`src/design/coef_bit_defs.svh`:
```
// Constants for the coefficient-pointer bit-addressing unit.
// Assumes inclusion by bare name from every design file that needs it.
`ifndef COEF_BIT_DEFS_SVH
`define COEF_BIT_DEFS_SVH

// =====================================================================
// Widths
`define PTR_W 23
`define LOW_W 16
`define HIGH_W 7
`define ACC_W 40
`define ACC_HI_W 8
`define BITSEL_W 6
`define BYTE_W 8
`define ADDR_W 8
`define DATA_W 32

// =====================================================================
// Register offsets (byte addresses on the plain register port)
`define REG_PTR 8'h00
`define REG_BUF_START 8'h04
`define REG_CTRL 8'h08
`define REG_STATUS 8'h0c
`define REG_ACC2_LO 8'h10
`define REG_ACC2_HI 8'h14
`define REG_ACC3_LO 8'h18
`define REG_ACC3_HI 8'h1c

// =====================================================================
// Field positions and reset values
`define CTRL_CIRC 0
`define ST_TF1 0
`define ST_TF2 1
`define ST_BUSY 2
`define PTR_RESET 23'h000000
`define BUF_START_RESET 16'h0000
`define ACC_RESET 40'h0000000000

// =====================================================================
// Pointer steps for one-bit and two-bit operations
`define STEP_ONE 23'h000001
`define STEP_TWO 23'h000002

`endif

```
`src/design/coef_bit_pkg.sv`:
```
// Types shared by the coefficient-pointer bit-addressing unit.
// Assumes nothing of its surroundings.
package coef_bit_pkg;

    // =================================================================
    // Operand forms, operations and sequencer states.
    typedef enum logic [2:0] {
        MODE_PLAIN = 3'h0,
        MODE_POSTINC = 3'h1,
        MODE_POSTDEC = 3'h2,
        MODE_OFFSET = 3'h3,
        MODE_PREMOD = 3'h4
    } mode_t;

    typedef enum logic [1:0] {
        KIND_SET = 2'h0,
        KIND_CLEAR = 2'h1,
        KIND_PAIRTEST = 2'h2
    } kind_t;

    typedef enum logic [3:0] {
        S_IDLE = 4'h1,
        S_EXT_HI = 4'h2,
        S_EXT_LO = 4'h4,
        S_EXEC = 4'h8
    } state_t;

endpackage

```
`src/design/coef_bit_if.sv`:
```
// Interface joining the unit's sequencer to its address and bit paths.
// Assumes the package and the constants header are compiled first.
`timescale 1ns/100ps
`include "coef_bit_defs.svh"

interface coef_bit_if;
    logic [`PTR_W-1:0] pointer;
    logic [`LOW_W-1:0] bufStart;
    logic circOn;
    coef_bit_pkg::mode_t mode;
    logic twoBit;
    logic [`LOW_W-1:0] offset;
    logic [`PTR_W-1:0] bitAddr;
    logic [`PTR_W-1:0] nextPtr;
    logic [`ACC_W-1:0] accIn;
    coef_bit_pkg::kind_t kind;
    logic [`ACC_W-1:0] accOut;
    logic flagOne;
    logic flagTwo;

    modport gen (input pointer, bufStart, circOn, mode, twoBit, offset,
        output bitAddr, nextPtr);
    modport alu (input accIn, kind, bitAddr, output accOut, flagOne, flagTwo);
endinterface

```
`src/design/coef_addr_gen.sv`:
```
// Bit-address generator for the coefficient-pointer operand forms.
// Purely combinational; assumes a caller that registers the results.
`timescale 1ns/100ps
`include "coef_bit_defs.svh"

module coef_addr_gen
(
    // Operands in, bit address and updated pointer out.
    coef_bit_if.gen port
);

    // =================================================================
    // Helpers
    function automatic logic [`PTR_W-1:0] sext16(input logic [`LOW_W-1:0] v);
        return {{`HIGH_W{v[`LOW_W-1]}}, v};
    endfunction

    function automatic logic [`PTR_W-1:0] stepOf(input logic two);
        return two ? `STEP_TWO : `STEP_ONE;
    endfunction

    // =================================================================
    // Address arithmetic
    logic [`PTR_W-1:0] extOffset;
    logic [`PTR_W-1:0] base;
    logic [`LOW_W-1:0] offsetTerm;
    logic [`LOW_W-1:0] lowPart;

    // Only the low part takes the signed-offset constant and buffer start, so a carry out
    // of the low part never disturbs the high part; pre-modify adds to the full pointer.
    always_comb
    begin
        extOffset = sext16(port.offset);
        base = port.pointer;
        if (port.mode == coef_bit_pkg::MODE_PREMOD)
        begin
            base = port.pointer + extOffset;
        end
        offsetTerm = '0;
        if (port.mode == coef_bit_pkg::MODE_OFFSET)
        begin
            offsetTerm = extOffset[`LOW_W-1:0];
        end
        lowPart = base[`LOW_W-1:0] + offsetTerm
            + (port.circOn ? port.bufStart : '0);
        port.bitAddr = {base[`PTR_W-1:`LOW_W], lowPart};
        case (port.mode)
            coef_bit_pkg::MODE_POSTINC: port.nextPtr = port.pointer + stepOf(port.twoBit);
            coef_bit_pkg::MODE_POSTDEC: port.nextPtr = port.pointer - stepOf(port.twoBit);
            coef_bit_pkg::MODE_PREMOD: port.nextPtr = base;
            default: port.nextPtr = port.pointer;
        endcase
    end

endmodule // coef_addr_gen

```
`src/design/coef_bit_alu.sv`:
```
// Bit set, clear and paired test on one accumulator.
// Assumes the caller writes back the accumulator and flags.
`timescale 1ns/100ps
`include "coef_bit_defs.svh"

module coef_bit_alu
(
    // Accumulator and bit address in, result and flags out.
    coef_bit_if.alu port
);

    // =================================================================
    // Helpers
    function automatic logic inRange(input logic [`BITSEL_W-1:0] idx);
        return idx < `BITSEL_W'(`ACC_W);
    endfunction

    // =================================================================
    // Bit operations
    logic [`BITSEL_W-1:0] idx;
    logic [`BITSEL_W-1:0] idxNext;
    logic okFirst;
    logic okSecond;

    // Bit numbers beyond the accumulator read as zero and are never written.
    always_comb
    begin
        idx = port.bitAddr[`BITSEL_W-1:0];
        idxNext = idx + `BITSEL_W'(1);
        okFirst = inRange(idx);
        okSecond = inRange(idxNext) && (idxNext != '0);
        port.accOut = port.accIn;
        port.flagOne = okFirst ? port.accIn[idx] : 1'b0;
        port.flagTwo = okSecond ? port.accIn[idxNext] : 1'b0;
        case (port.kind)
            coef_bit_pkg::KIND_SET:
            begin
                if (okFirst)
                begin
                    port.accOut[idx] = 1'b1;
                end
            end
            coef_bit_pkg::KIND_CLEAR:
            begin
                if (okFirst)
                begin
                    port.accOut[idx] = 1'b0;
                end
            end
            default: port.accOut = port.accIn;
        endcase
    end

endmodule // coef_bit_alu

```
`src/design/coef_bit_unit.sv`:
```
// Coefficient-pointer bit-addressing unit: sequencer, registers, checks.
// Assumes one clock, a plain register port and an instruction issue port.
//
// Behaviour
// - Pointer is 23 bits: 7-bit high part and 16-bit low offset part.
// - Post-increment: use pointer, then add 1, or 2 for a bit pair.
// - Post-decrement: use pointer, then subtract 1, or 2 for a bit pair.
// - Signed offset: sign-extend 16-bit constant, add to pointer low part.
// - Signed offset form leaves the stored pointer unchanged.
// - Pre-modify: add constant to full pointer, store it, then address.
// - The 16-bit constant arrives as a two-byte extension after the op.
// - Ops with the constant extension never issue in parallel.
// - Pair test copies addressed bit and the next one into the test flags.
// - Bit set forces the addressed accumulator bit to one.
// - Bit clear forces the addressed accumulator bit to zero.
// - Plain and signed-offset forms leave the full pointer unmodified.
//
// The plain strobed port and the register offsets were left to the implementer.
`timescale 1ns/100ps
`include "coef_bit_defs.svh"

module coef_bit_unit
(
    // Clock and reset.
    input wire logic clk_sys,
    input wire logic reset_n,
    // Register port.
    input wire logic [`ADDR_W-1:0] regAddr,
    input wire logic [`DATA_W-1:0] regWdata,
    input wire logic regWrite,
    input wire logic regRead,
    output logic [`DATA_W-1:0] regRdata,
    // Instruction issue.
    input wire logic opStart,
    input wire coef_bit_pkg::mode_t opMode,
    input wire coef_bit_pkg::kind_t opKind,
    input wire logic opAccSel,
    output logic busy,
    output logic opDone,
    output logic parallelOk,
    // Extension bytes of the offset constant.
    input wire logic extValid,
    input wire logic [`BYTE_W-1:0] extByte,
    // Status flags.
    output logic testFlagOne,
    output logic testFlagTwo
);

    // =================================================================
    // State
    coef_bit_pkg::state_t state, next_state;
    coef_bit_pkg::mode_t curMode, next_curMode;
    coef_bit_pkg::kind_t curKind, next_curKind;
    logic curAcc, next_curAcc;
    logic [`LOW_W-1:0] offsetConstant16, next_offsetConstant16;
    logic [`PTR_W-1:0] fullCoefPointer, next_fullCoefPointer;
    logic [`LOW_W-1:0] coefBufferStart, next_coefBufferStart;
    logic circularOn, next_circularOn;
    logic [`ACC_W-1:0] accumulatorTwo, next_accumulatorTwo;
    logic [`ACC_W-1:0] accumulatorThree, next_accumulatorThree;
    logic next_testFlagOne, next_testFlagTwo;
    logic next_opDone;
    logic [`DATA_W-1:0] next_regRdata;
    logic inExec;
    logic [`ACC_W-1:0] selAcc;
    logic [`HIGH_W-1:0] coefPointerHigh;
    logic [`LOW_W-1:0] coefPointerLow;

    coef_bit_if link();

    // =================================================================
    // Datapath
    coef_addr_gen addrGen
    (
        .port(link)
    );

    coef_bit_alu bitAlu
    (
        .port(link)
    );

    function automatic logic needsExt(input coef_bit_pkg::mode_t m);
        return (m == coef_bit_pkg::MODE_OFFSET) || (m == coef_bit_pkg::MODE_PREMOD);
    endfunction

    // Pointer split into its two parts; arithmetic runs on the full value.
    assign coefPointerHigh = fullCoefPointer[`PTR_W-1:`LOW_W];
    assign coefPointerLow = fullCoefPointer[`LOW_W-1:0];
    assign inExec = (state == coef_bit_pkg::S_EXEC);
    assign selAcc = curAcc ? accumulatorThree : accumulatorTwo;
    assign link.pointer = fullCoefPointer;
    assign link.bufStart = coefBufferStart;
    assign link.circOn = circularOn;
    assign link.mode = curMode;
    assign link.twoBit = (curKind == coef_bit_pkg::KIND_PAIRTEST);
    assign link.offset = offsetConstant16;
    assign link.accIn = selAcc;
    assign link.kind = curKind;

    // Handshake outputs straight from state and the issue request.
    assign busy = (state != coef_bit_pkg::S_IDLE);
    assign parallelOk = !needsExt(opMode);

    // =================================================================
    // Sequencer and register next values
    // Hardware updates win over a software write in the same cycle, so a
    // write to a register the executing op updates is lost rather than half-applied.
    always_comb
    begin
        next_state = state;
        next_curMode = curMode;
        next_curKind = curKind;
        next_curAcc = curAcc;
        next_offsetConstant16 = offsetConstant16;
        next_fullCoefPointer = fullCoefPointer;
        next_coefBufferStart = coefBufferStart;
        next_circularOn = circularOn;
        next_accumulatorTwo = accumulatorTwo;
        next_accumulatorThree = accumulatorThree;
        next_testFlagOne = testFlagOne;
        next_testFlagTwo = testFlagTwo;
        next_opDone = 1'b0;
        if (regWrite)
        begin
            case (regAddr)
                `REG_PTR: next_fullCoefPointer = regWdata[`PTR_W-1:0];
                `REG_BUF_START: next_coefBufferStart = regWdata[`LOW_W-1:0];
                `REG_CTRL: next_circularOn = regWdata[`CTRL_CIRC];
                `REG_STATUS:
                begin
                    next_testFlagOne = regWdata[`ST_TF1];
                    next_testFlagTwo = regWdata[`ST_TF2];
                end
                `REG_ACC2_LO: next_accumulatorTwo[`DATA_W-1:0] = regWdata;
                `REG_ACC2_HI: next_accumulatorTwo[`ACC_W-1:`DATA_W] = regWdata[`ACC_HI_W-1:0];
                `REG_ACC3_LO: next_accumulatorThree[`DATA_W-1:0] = regWdata;
                `REG_ACC3_HI: next_accumulatorThree[`ACC_W-1:`DATA_W] = regWdata[`ACC_HI_W-1:0];
                default: next_circularOn = circularOn;
            endcase
        end
        case (state)
            coef_bit_pkg::S_IDLE:
            begin
                if (opStart)
                begin
                    next_curMode = opMode;
                    next_curKind = opKind;
                    next_curAcc = opAccSel;
                    next_offsetConstant16 = '0;
                    next_state = needsExt(opMode) ? coef_bit_pkg::S_EXT_HI
                        : coef_bit_pkg::S_EXEC;
                end
            end
            coef_bit_pkg::S_EXT_HI:
            begin
                if (extValid)
                begin
                    next_offsetConstant16[`LOW_W-1:`BYTE_W] = extByte;
                    next_state = coef_bit_pkg::S_EXT_LO;
                end
            end
            coef_bit_pkg::S_EXT_LO:
            begin
                if (extValid)
                begin
                    next_offsetConstant16[`BYTE_W-1:0] = extByte;
                    next_state = coef_bit_pkg::S_EXEC;
                end
            end
            coef_bit_pkg::S_EXEC:
            begin
                next_fullCoefPointer = link.nextPtr;
                if (curKind == coef_bit_pkg::KIND_PAIRTEST)
                begin
                    next_testFlagOne = link.flagOne;
                    next_testFlagTwo = link.flagTwo;
                end
                else if (curAcc)
                begin
                    next_accumulatorThree = link.accOut;
                end
                else
                begin
                    next_accumulatorTwo = link.accOut;
                end
                next_opDone = 1'b1;
                next_state = coef_bit_pkg::S_IDLE;
            end
            default: next_state = coef_bit_pkg::S_IDLE;
        endcase
    end

    // Read data for the cycle after the read strobe; unmapped reads give zero.
    always_comb
    begin
        next_regRdata = '0;
        if (regRead)
        begin
            case (regAddr)
                `REG_PTR: next_regRdata = {{(`DATA_W-`PTR_W){1'b0}}, coefPointerHigh, coefPointerLow};
                `REG_BUF_START: next_regRdata = {{(`DATA_W-`LOW_W){1'b0}}, coefBufferStart};
                `REG_CTRL: next_regRdata[`CTRL_CIRC] = circularOn;
                `REG_STATUS:
                begin
                    next_regRdata[`ST_TF1] = testFlagOne;
                    next_regRdata[`ST_TF2] = testFlagTwo;
                    next_regRdata[`ST_BUSY] = busy;
                end
                `REG_ACC2_LO: next_regRdata = accumulatorTwo[`DATA_W-1:0];
                `REG_ACC2_HI: next_regRdata[`ACC_HI_W-1:0] = accumulatorTwo[`ACC_W-1:`DATA_W];
                `REG_ACC3_LO: next_regRdata = accumulatorThree[`DATA_W-1:0];
                `REG_ACC3_HI: next_regRdata[`ACC_HI_W-1:0] = accumulatorThree[`ACC_W-1:`DATA_W];
                default: next_regRdata = '0;
            endcase
        end
    end

    // Registers only; all decisions are made above.
    always_ff @(posedge clk_sys or negedge reset_n)
    begin
        if (!reset_n)
        begin
            state <= coef_bit_pkg::S_IDLE;
            curMode <= coef_bit_pkg::MODE_PLAIN;
            curKind <= coef_bit_pkg::KIND_SET;
            curAcc <= 1'b0;
            offsetConstant16 <= '0;
            fullCoefPointer <= `PTR_RESET;
            coefBufferStart <= `BUF_START_RESET;
            circularOn <= 1'b0;
            accumulatorTwo <= `ACC_RESET;
            accumulatorThree <= `ACC_RESET;
            testFlagOne <= 1'b0;
            testFlagTwo <= 1'b0;
            opDone <= 1'b0;
            regRdata <= '0;
        end
        else
        begin
            state <= next_state;
            curMode <= next_curMode;
            curKind <= next_curKind;
            curAcc <= next_curAcc;
            offsetConstant16 <= next_offsetConstant16;
            fullCoefPointer <= next_fullCoefPointer;
            coefBufferStart <= next_coefBufferStart;
            circularOn <= next_circularOn;
            accumulatorTwo <= next_accumulatorTwo;
            accumulatorThree <= next_accumulatorThree;
            testFlagOne <= next_testFlagOne;
            testFlagTwo <= next_testFlagTwo;
            opDone <= next_opDone;
            regRdata <= next_regRdata;
        end
    end

    logic [`BITSEL_W-1:0] bitIdx;
    logic pairStep;
    assign bitIdx = link.bitAddr[`BITSEL_W-1:0];
    assign pairStep = link.twoBit;
endmodule // coef_bit_unit

```
`config.mk`:
```
export PLATFORM = sky130hd
export DESIGN_NAME = coef_bit_unit
export DESIGN_NICKNAME = d
export VERILOG_FILES = /design/src/design/coef_bit_pkg.sv /design/src/design/coef_bit_if.sv /design/src/design/coef_addr_gen.sv /design/src/design/coef_bit_alu.sv /design/src/design/coef_bit_unit.sv
export VERILOG_INCLUDE_DIRS = /design/src /design/src/design
export SDC_FILE = /design/constraint.sdc
export NUM_CORES = 1
export LEC_CHECK = 0
export BUFFER_PORTS_ARGS = -buffer_cell sky130_fd_sc_hd__buf_2
export CORE_MARGIN = 3
export CORE_UTILIZATION = 30
export CTS_CLUSTER_SIZE = 14
export DETAILED_ROUTE_END_ITERATION = 8
export PLACE_DENSITY_LB_ADDON = 0.12
export SYNTH_ARGS = -nofsm -noshare
export SYNTH_HDL_FRONTEND = slang
export SYNTH_SLANG_ARGS = --single-unit
```
`constraint.sdc`:
```
create_clock -name clk_sys -period 6.22 [get_ports clk_sys]
set_input_delay 0 -clock clk_sys [delete_from_list [all_inputs] [get_ports clk_sys]]
set_output_delay 0 -clock clk_sys [all_outputs]
set_load 0.02 [all_outputs]
```
==> impl_metrics.csv <==
group,metric,value,unit
logic_synthesis,syn_nets,1568,
sta,finalSetupTns,0,ps
logic_synthesis,ys_types,77,
cts,postCtsHoldBufs,50,
logic_synthesis,synth_edf_count,0,
power,intPower,4.46,mW
sta,drv_slew,0,
route,drt_iter0_markers,739,
logic_synthesis,syn_area,14000,µm²
cts,htreeDepth,4,
route,wl_met2,21700,µm
logic_synthesis,ys_ff_latch,181,
power,clkPwrFrac,0.163,
logic_synthesis,yosysWarnings,0,
worst_setup_path,crit_path_max_fanout,7,
power,sequentialPowerShare,0.274,
power,p_per_area,487,nW/µm²
worst_setup_path,critical_path_class,"reg2reg",
cts,cts_resized,0,
cts,clock_path_buffers,2,
worst_setup_path,r2r-end,"testFlagTwo$_DFF_PN0_",
die,die_h,222,µm
cells_and_area,drive_gt1_frac,0.224,
cells_and_area,area_growth,16.5,%
route,wl_per_cell,22.2,µm
sta,setup_viol,0,
sta,clock.fmax,193,MHz
cells_and_area,num-fill-cells,4707,
sta,finalCriticalPeriod,5190,ps
worst_hold_path,worstHoldStart,"regRead",
cts,cts_root_buf,"clkbuf_16",
worst_setup_path,start_kind,"flop",
route,drc,0,
cts,clkLatencyLatePin,460,ps
sta,period_share,0.835,
worst_setup_path,crit_path_frequent_cell,"fa_1",
cells_and_area,final_common_cell,"dfrtp_1",
logic_synthesis,syn_area_per_cell,9.64,µm²
power,combPwrFrac,0.563,
outcome,status,"finished clean",
sta,slew_headroom,0.244,
power,p_sw_frac,0.437,
global_routing,grt_max_degree,105,
global_routing,grt_pass1_wl,74900,µm
die,dieArea,49200,µm²
cells_and_area,fin_util,0.357,
sta,rsz0062_at_grt,"no",
power,p_switching,3.47,mW
sta,worst_slack,1030,ps
worst_setup_path,crit_chain,"ha_1 -> fa_1 -> and2_1 -> a21oi_1 -> fa_1 -> inv_1 -> ha_1 -> fa_1 -> xor2_1 -> xor2_1 -> mux4_2 -> mux2_2 -> a2111oi_0 -> nor4_1 -> a211o_1",
place,pre_cts_ws,984,ps
worst_hold_path,whs_path_depth,2,
place,dpl.hpwl,35000,µm
worst_setup_path,rr_worst_depth,15,
logic_synthesis,synthArstFlopShare,1.00,
worst_setup_path,crit_arrival,5550,ps
sta,hold_viol,0,
worst_setup_path,crit_path_max_incr_delay,590,ps
route,wl_met1,23700,µm
route,via_per_inst,5.50,
logic_synthesis,yosysSeqAreaShare,0.324,
die,initial_core_util,0.306,
worst_setup_path,cp-end-kind,"flop",
worst_setup_path,worstPathRequired,6570,ps
worst_setup_path,r2r_setup_slack,1030,ps
worst_setup_path,critPathBufInv,1,
cts,cts.sinks,181,
cts,post_cts_buffers,0,
cells_and_area,diodes,0,
worst_setup_path,crit_slowest_cell,"xor2_1",
route,wl_met3,2350,µm
route,top_layer,"met4",
job,drv_cap,0,
global_routing,first_global_vias,11900,
global_routing,overflow,0,
worst_setup_path,critical-path-top-delay-family,"adder cells",
global_routing,antenna_found_initial,0,
route,ant_nets,0,
worst_hold_path,hold_path_class,"in2reg",
sta,skew,13.3,ps
cells_and_area,finalNetCount,1673,
logic_synthesis,synth_flop_cell,"dfrtp_1",
worst_hold_path,holdPathEnd,"regRdata[3]$_DFF_PN0_",
worst_setup_path,reg2reg_from,"fullCoefPointer[0]$_DFFE_PN0P_",
die,core_area,45700,µm²
global_routing,grtUsageTotal,0.196,
logic_synthesis,synthCells,1451,
sta,tightest_slew,1130,ps
cells_and_area,layout_common_cells,"dfrtp_1, nor2_1, mux2_2",
cts,clk_pin_slew,80,ps
die,io_pins,97,
place,portBuffers,96,
cells_and_area,multiInputGateArea,9050,µm²
power,ir_drop,197,µV
route,drt-pass1-iter-count,7,
place,gp_congestion,0.822,
cts,tritoncts,"yes",
die,die_w,222,µm
cts,cts_buffers,17,
die,rows,78,
route,num_vias,11900,
power,p_leak,7.20,nW
route,wirelength,48200,µm
cells_and_area,seqCellArea,4530,µm²
## routing by layer
metal  track usage  vias up
met5             0        -
met1         0.286     5976
met4        0.0376        0
met2         0.304      289
li1              -     5647
met3        0.0347       28
## final cells by class
cell class                      instances  share of cell area
Clock inverter                         14              0.0151
Timing Repair Buffer                  172              0.0735
Inverter                               24             0.00553
Multi-Input combinational cell       1160               0.555
Clock buffer                           18              0.0263
Sequential cell                       181               0.278
Tap cell                              600              0.0461
## cell families after synthesis
logic type                 synth area share
and+or+nand+nor                       0.141
AOI/OAI and AO/OA                     0.185
muxes                                 0.237
DFF                                   0.324
buffers and inverters                0.0316
adders and majority gates            0.0553
xor gates and xnor gates             0.0248
## synth_stat cells, types with 19 or more instances
cell type / count / area, µm²
a211oi_1: 23 / 173
a21o_1: 24 / 180
a21oi_1: 95 / 475
a221oi_1: 19 / 166
a22o_1: 19 / 166
and2_1: 28 / 175
and3_1: 20 / 125
clkbuf_1: 68 / 255
dfrtp_1: 180 / 4500
ha_1: 49 / 613
inv_1: 23 / 86.3
mux2_2: 114 / 1280
mux2i_1: 85 / 851
mux4_2: 44 / 991
nand2_1: 109 / 409
nand3_1: 22 / 110
nor2_1: 131 / 492
nor2b_1: 33 / 206
nor3_1: 22 / 110
o21ai_0: 96 / 480
## worst max path at each step
stage,start,endpoint,slack (ps),cells past startpoint
global placement,fullCoefPointer[0]$_DFFE_PN0P_,testFlagTwo$_DFF_PN0_,1070,15
finish,fullCoefPointer[0]$_DFFE_PN0P_,testFlagTwo$_DFF_PN0_,1030,15
CTS,fullCoefPointer[0]$_DFFE_PN0P_,testFlagTwo$_DFF_PN0_,1000,15
floorplan,curMode[0]$_DFFE_PN0P_,testFlagTwo$_DFF_PN0_,1180,14
detailed placement,fullCoefPointer[0]$_DFFE_PN0P_,testFlagTwo$_DFF_PN0_,980,15
global route,fullCoefPointer[0]$_DFFE_PN0P_,testFlagTwo$_DFF_PN0_,600,15
## worst register-to-register path: cells and delay by family (launching register included)
| family | cells | cell delay [ps] |
|---|---|---|
| xor gates and xnor gates | 2 | 1060 |
| buffers and inverters | 1 | 40 |
| DFF | 1 | 410 |
| AOI/OAI and AO/OA | 3 | 740 |
| and+or+nand+nor | 2 | 230 |
| muxes | 2 | 660 |
| adders and majority gates | 5 | 1950 |
## sequential cells by signal, summed over array words and instances, names as in the netlist, 2 cells and up
signal            count
link.offset          16
coefBufferStart      16
fullCoefPointer      23
accumulatorThree     40
curMode               3
regRdata             32
curKind               2
accumulatorTwo       40
state                 4
## power by group through the flow
stage                     Combinational [mW]  Clock (mW)  Sequential (mW)
final                                   4.47        1.29             2.17
after global placement                  4.37           0             2.18
after CTS                               4.46        1.32             2.17
after floorplan                         3.45           0             1.88
after global routing                    4.93        1.36             2.24
after detailed placement                4.41           0             2.19
## stage by stage
stage	std cells	hold WS (ps)	total power, mW	cell area, µm²
6_report	2169	32.0	7.93	16300
2_1_floorplan	1451	-296	5.34	14000
4_1_cts	2169	14.8	7.95	16300
3_5_place_dp	2087	98.6	6.60	15100
5_1_grt	2169	49.8	8.53	16300
3_3_place_gp	2087	89.3	6.55	15100
(Power assumes the default switching activity.)
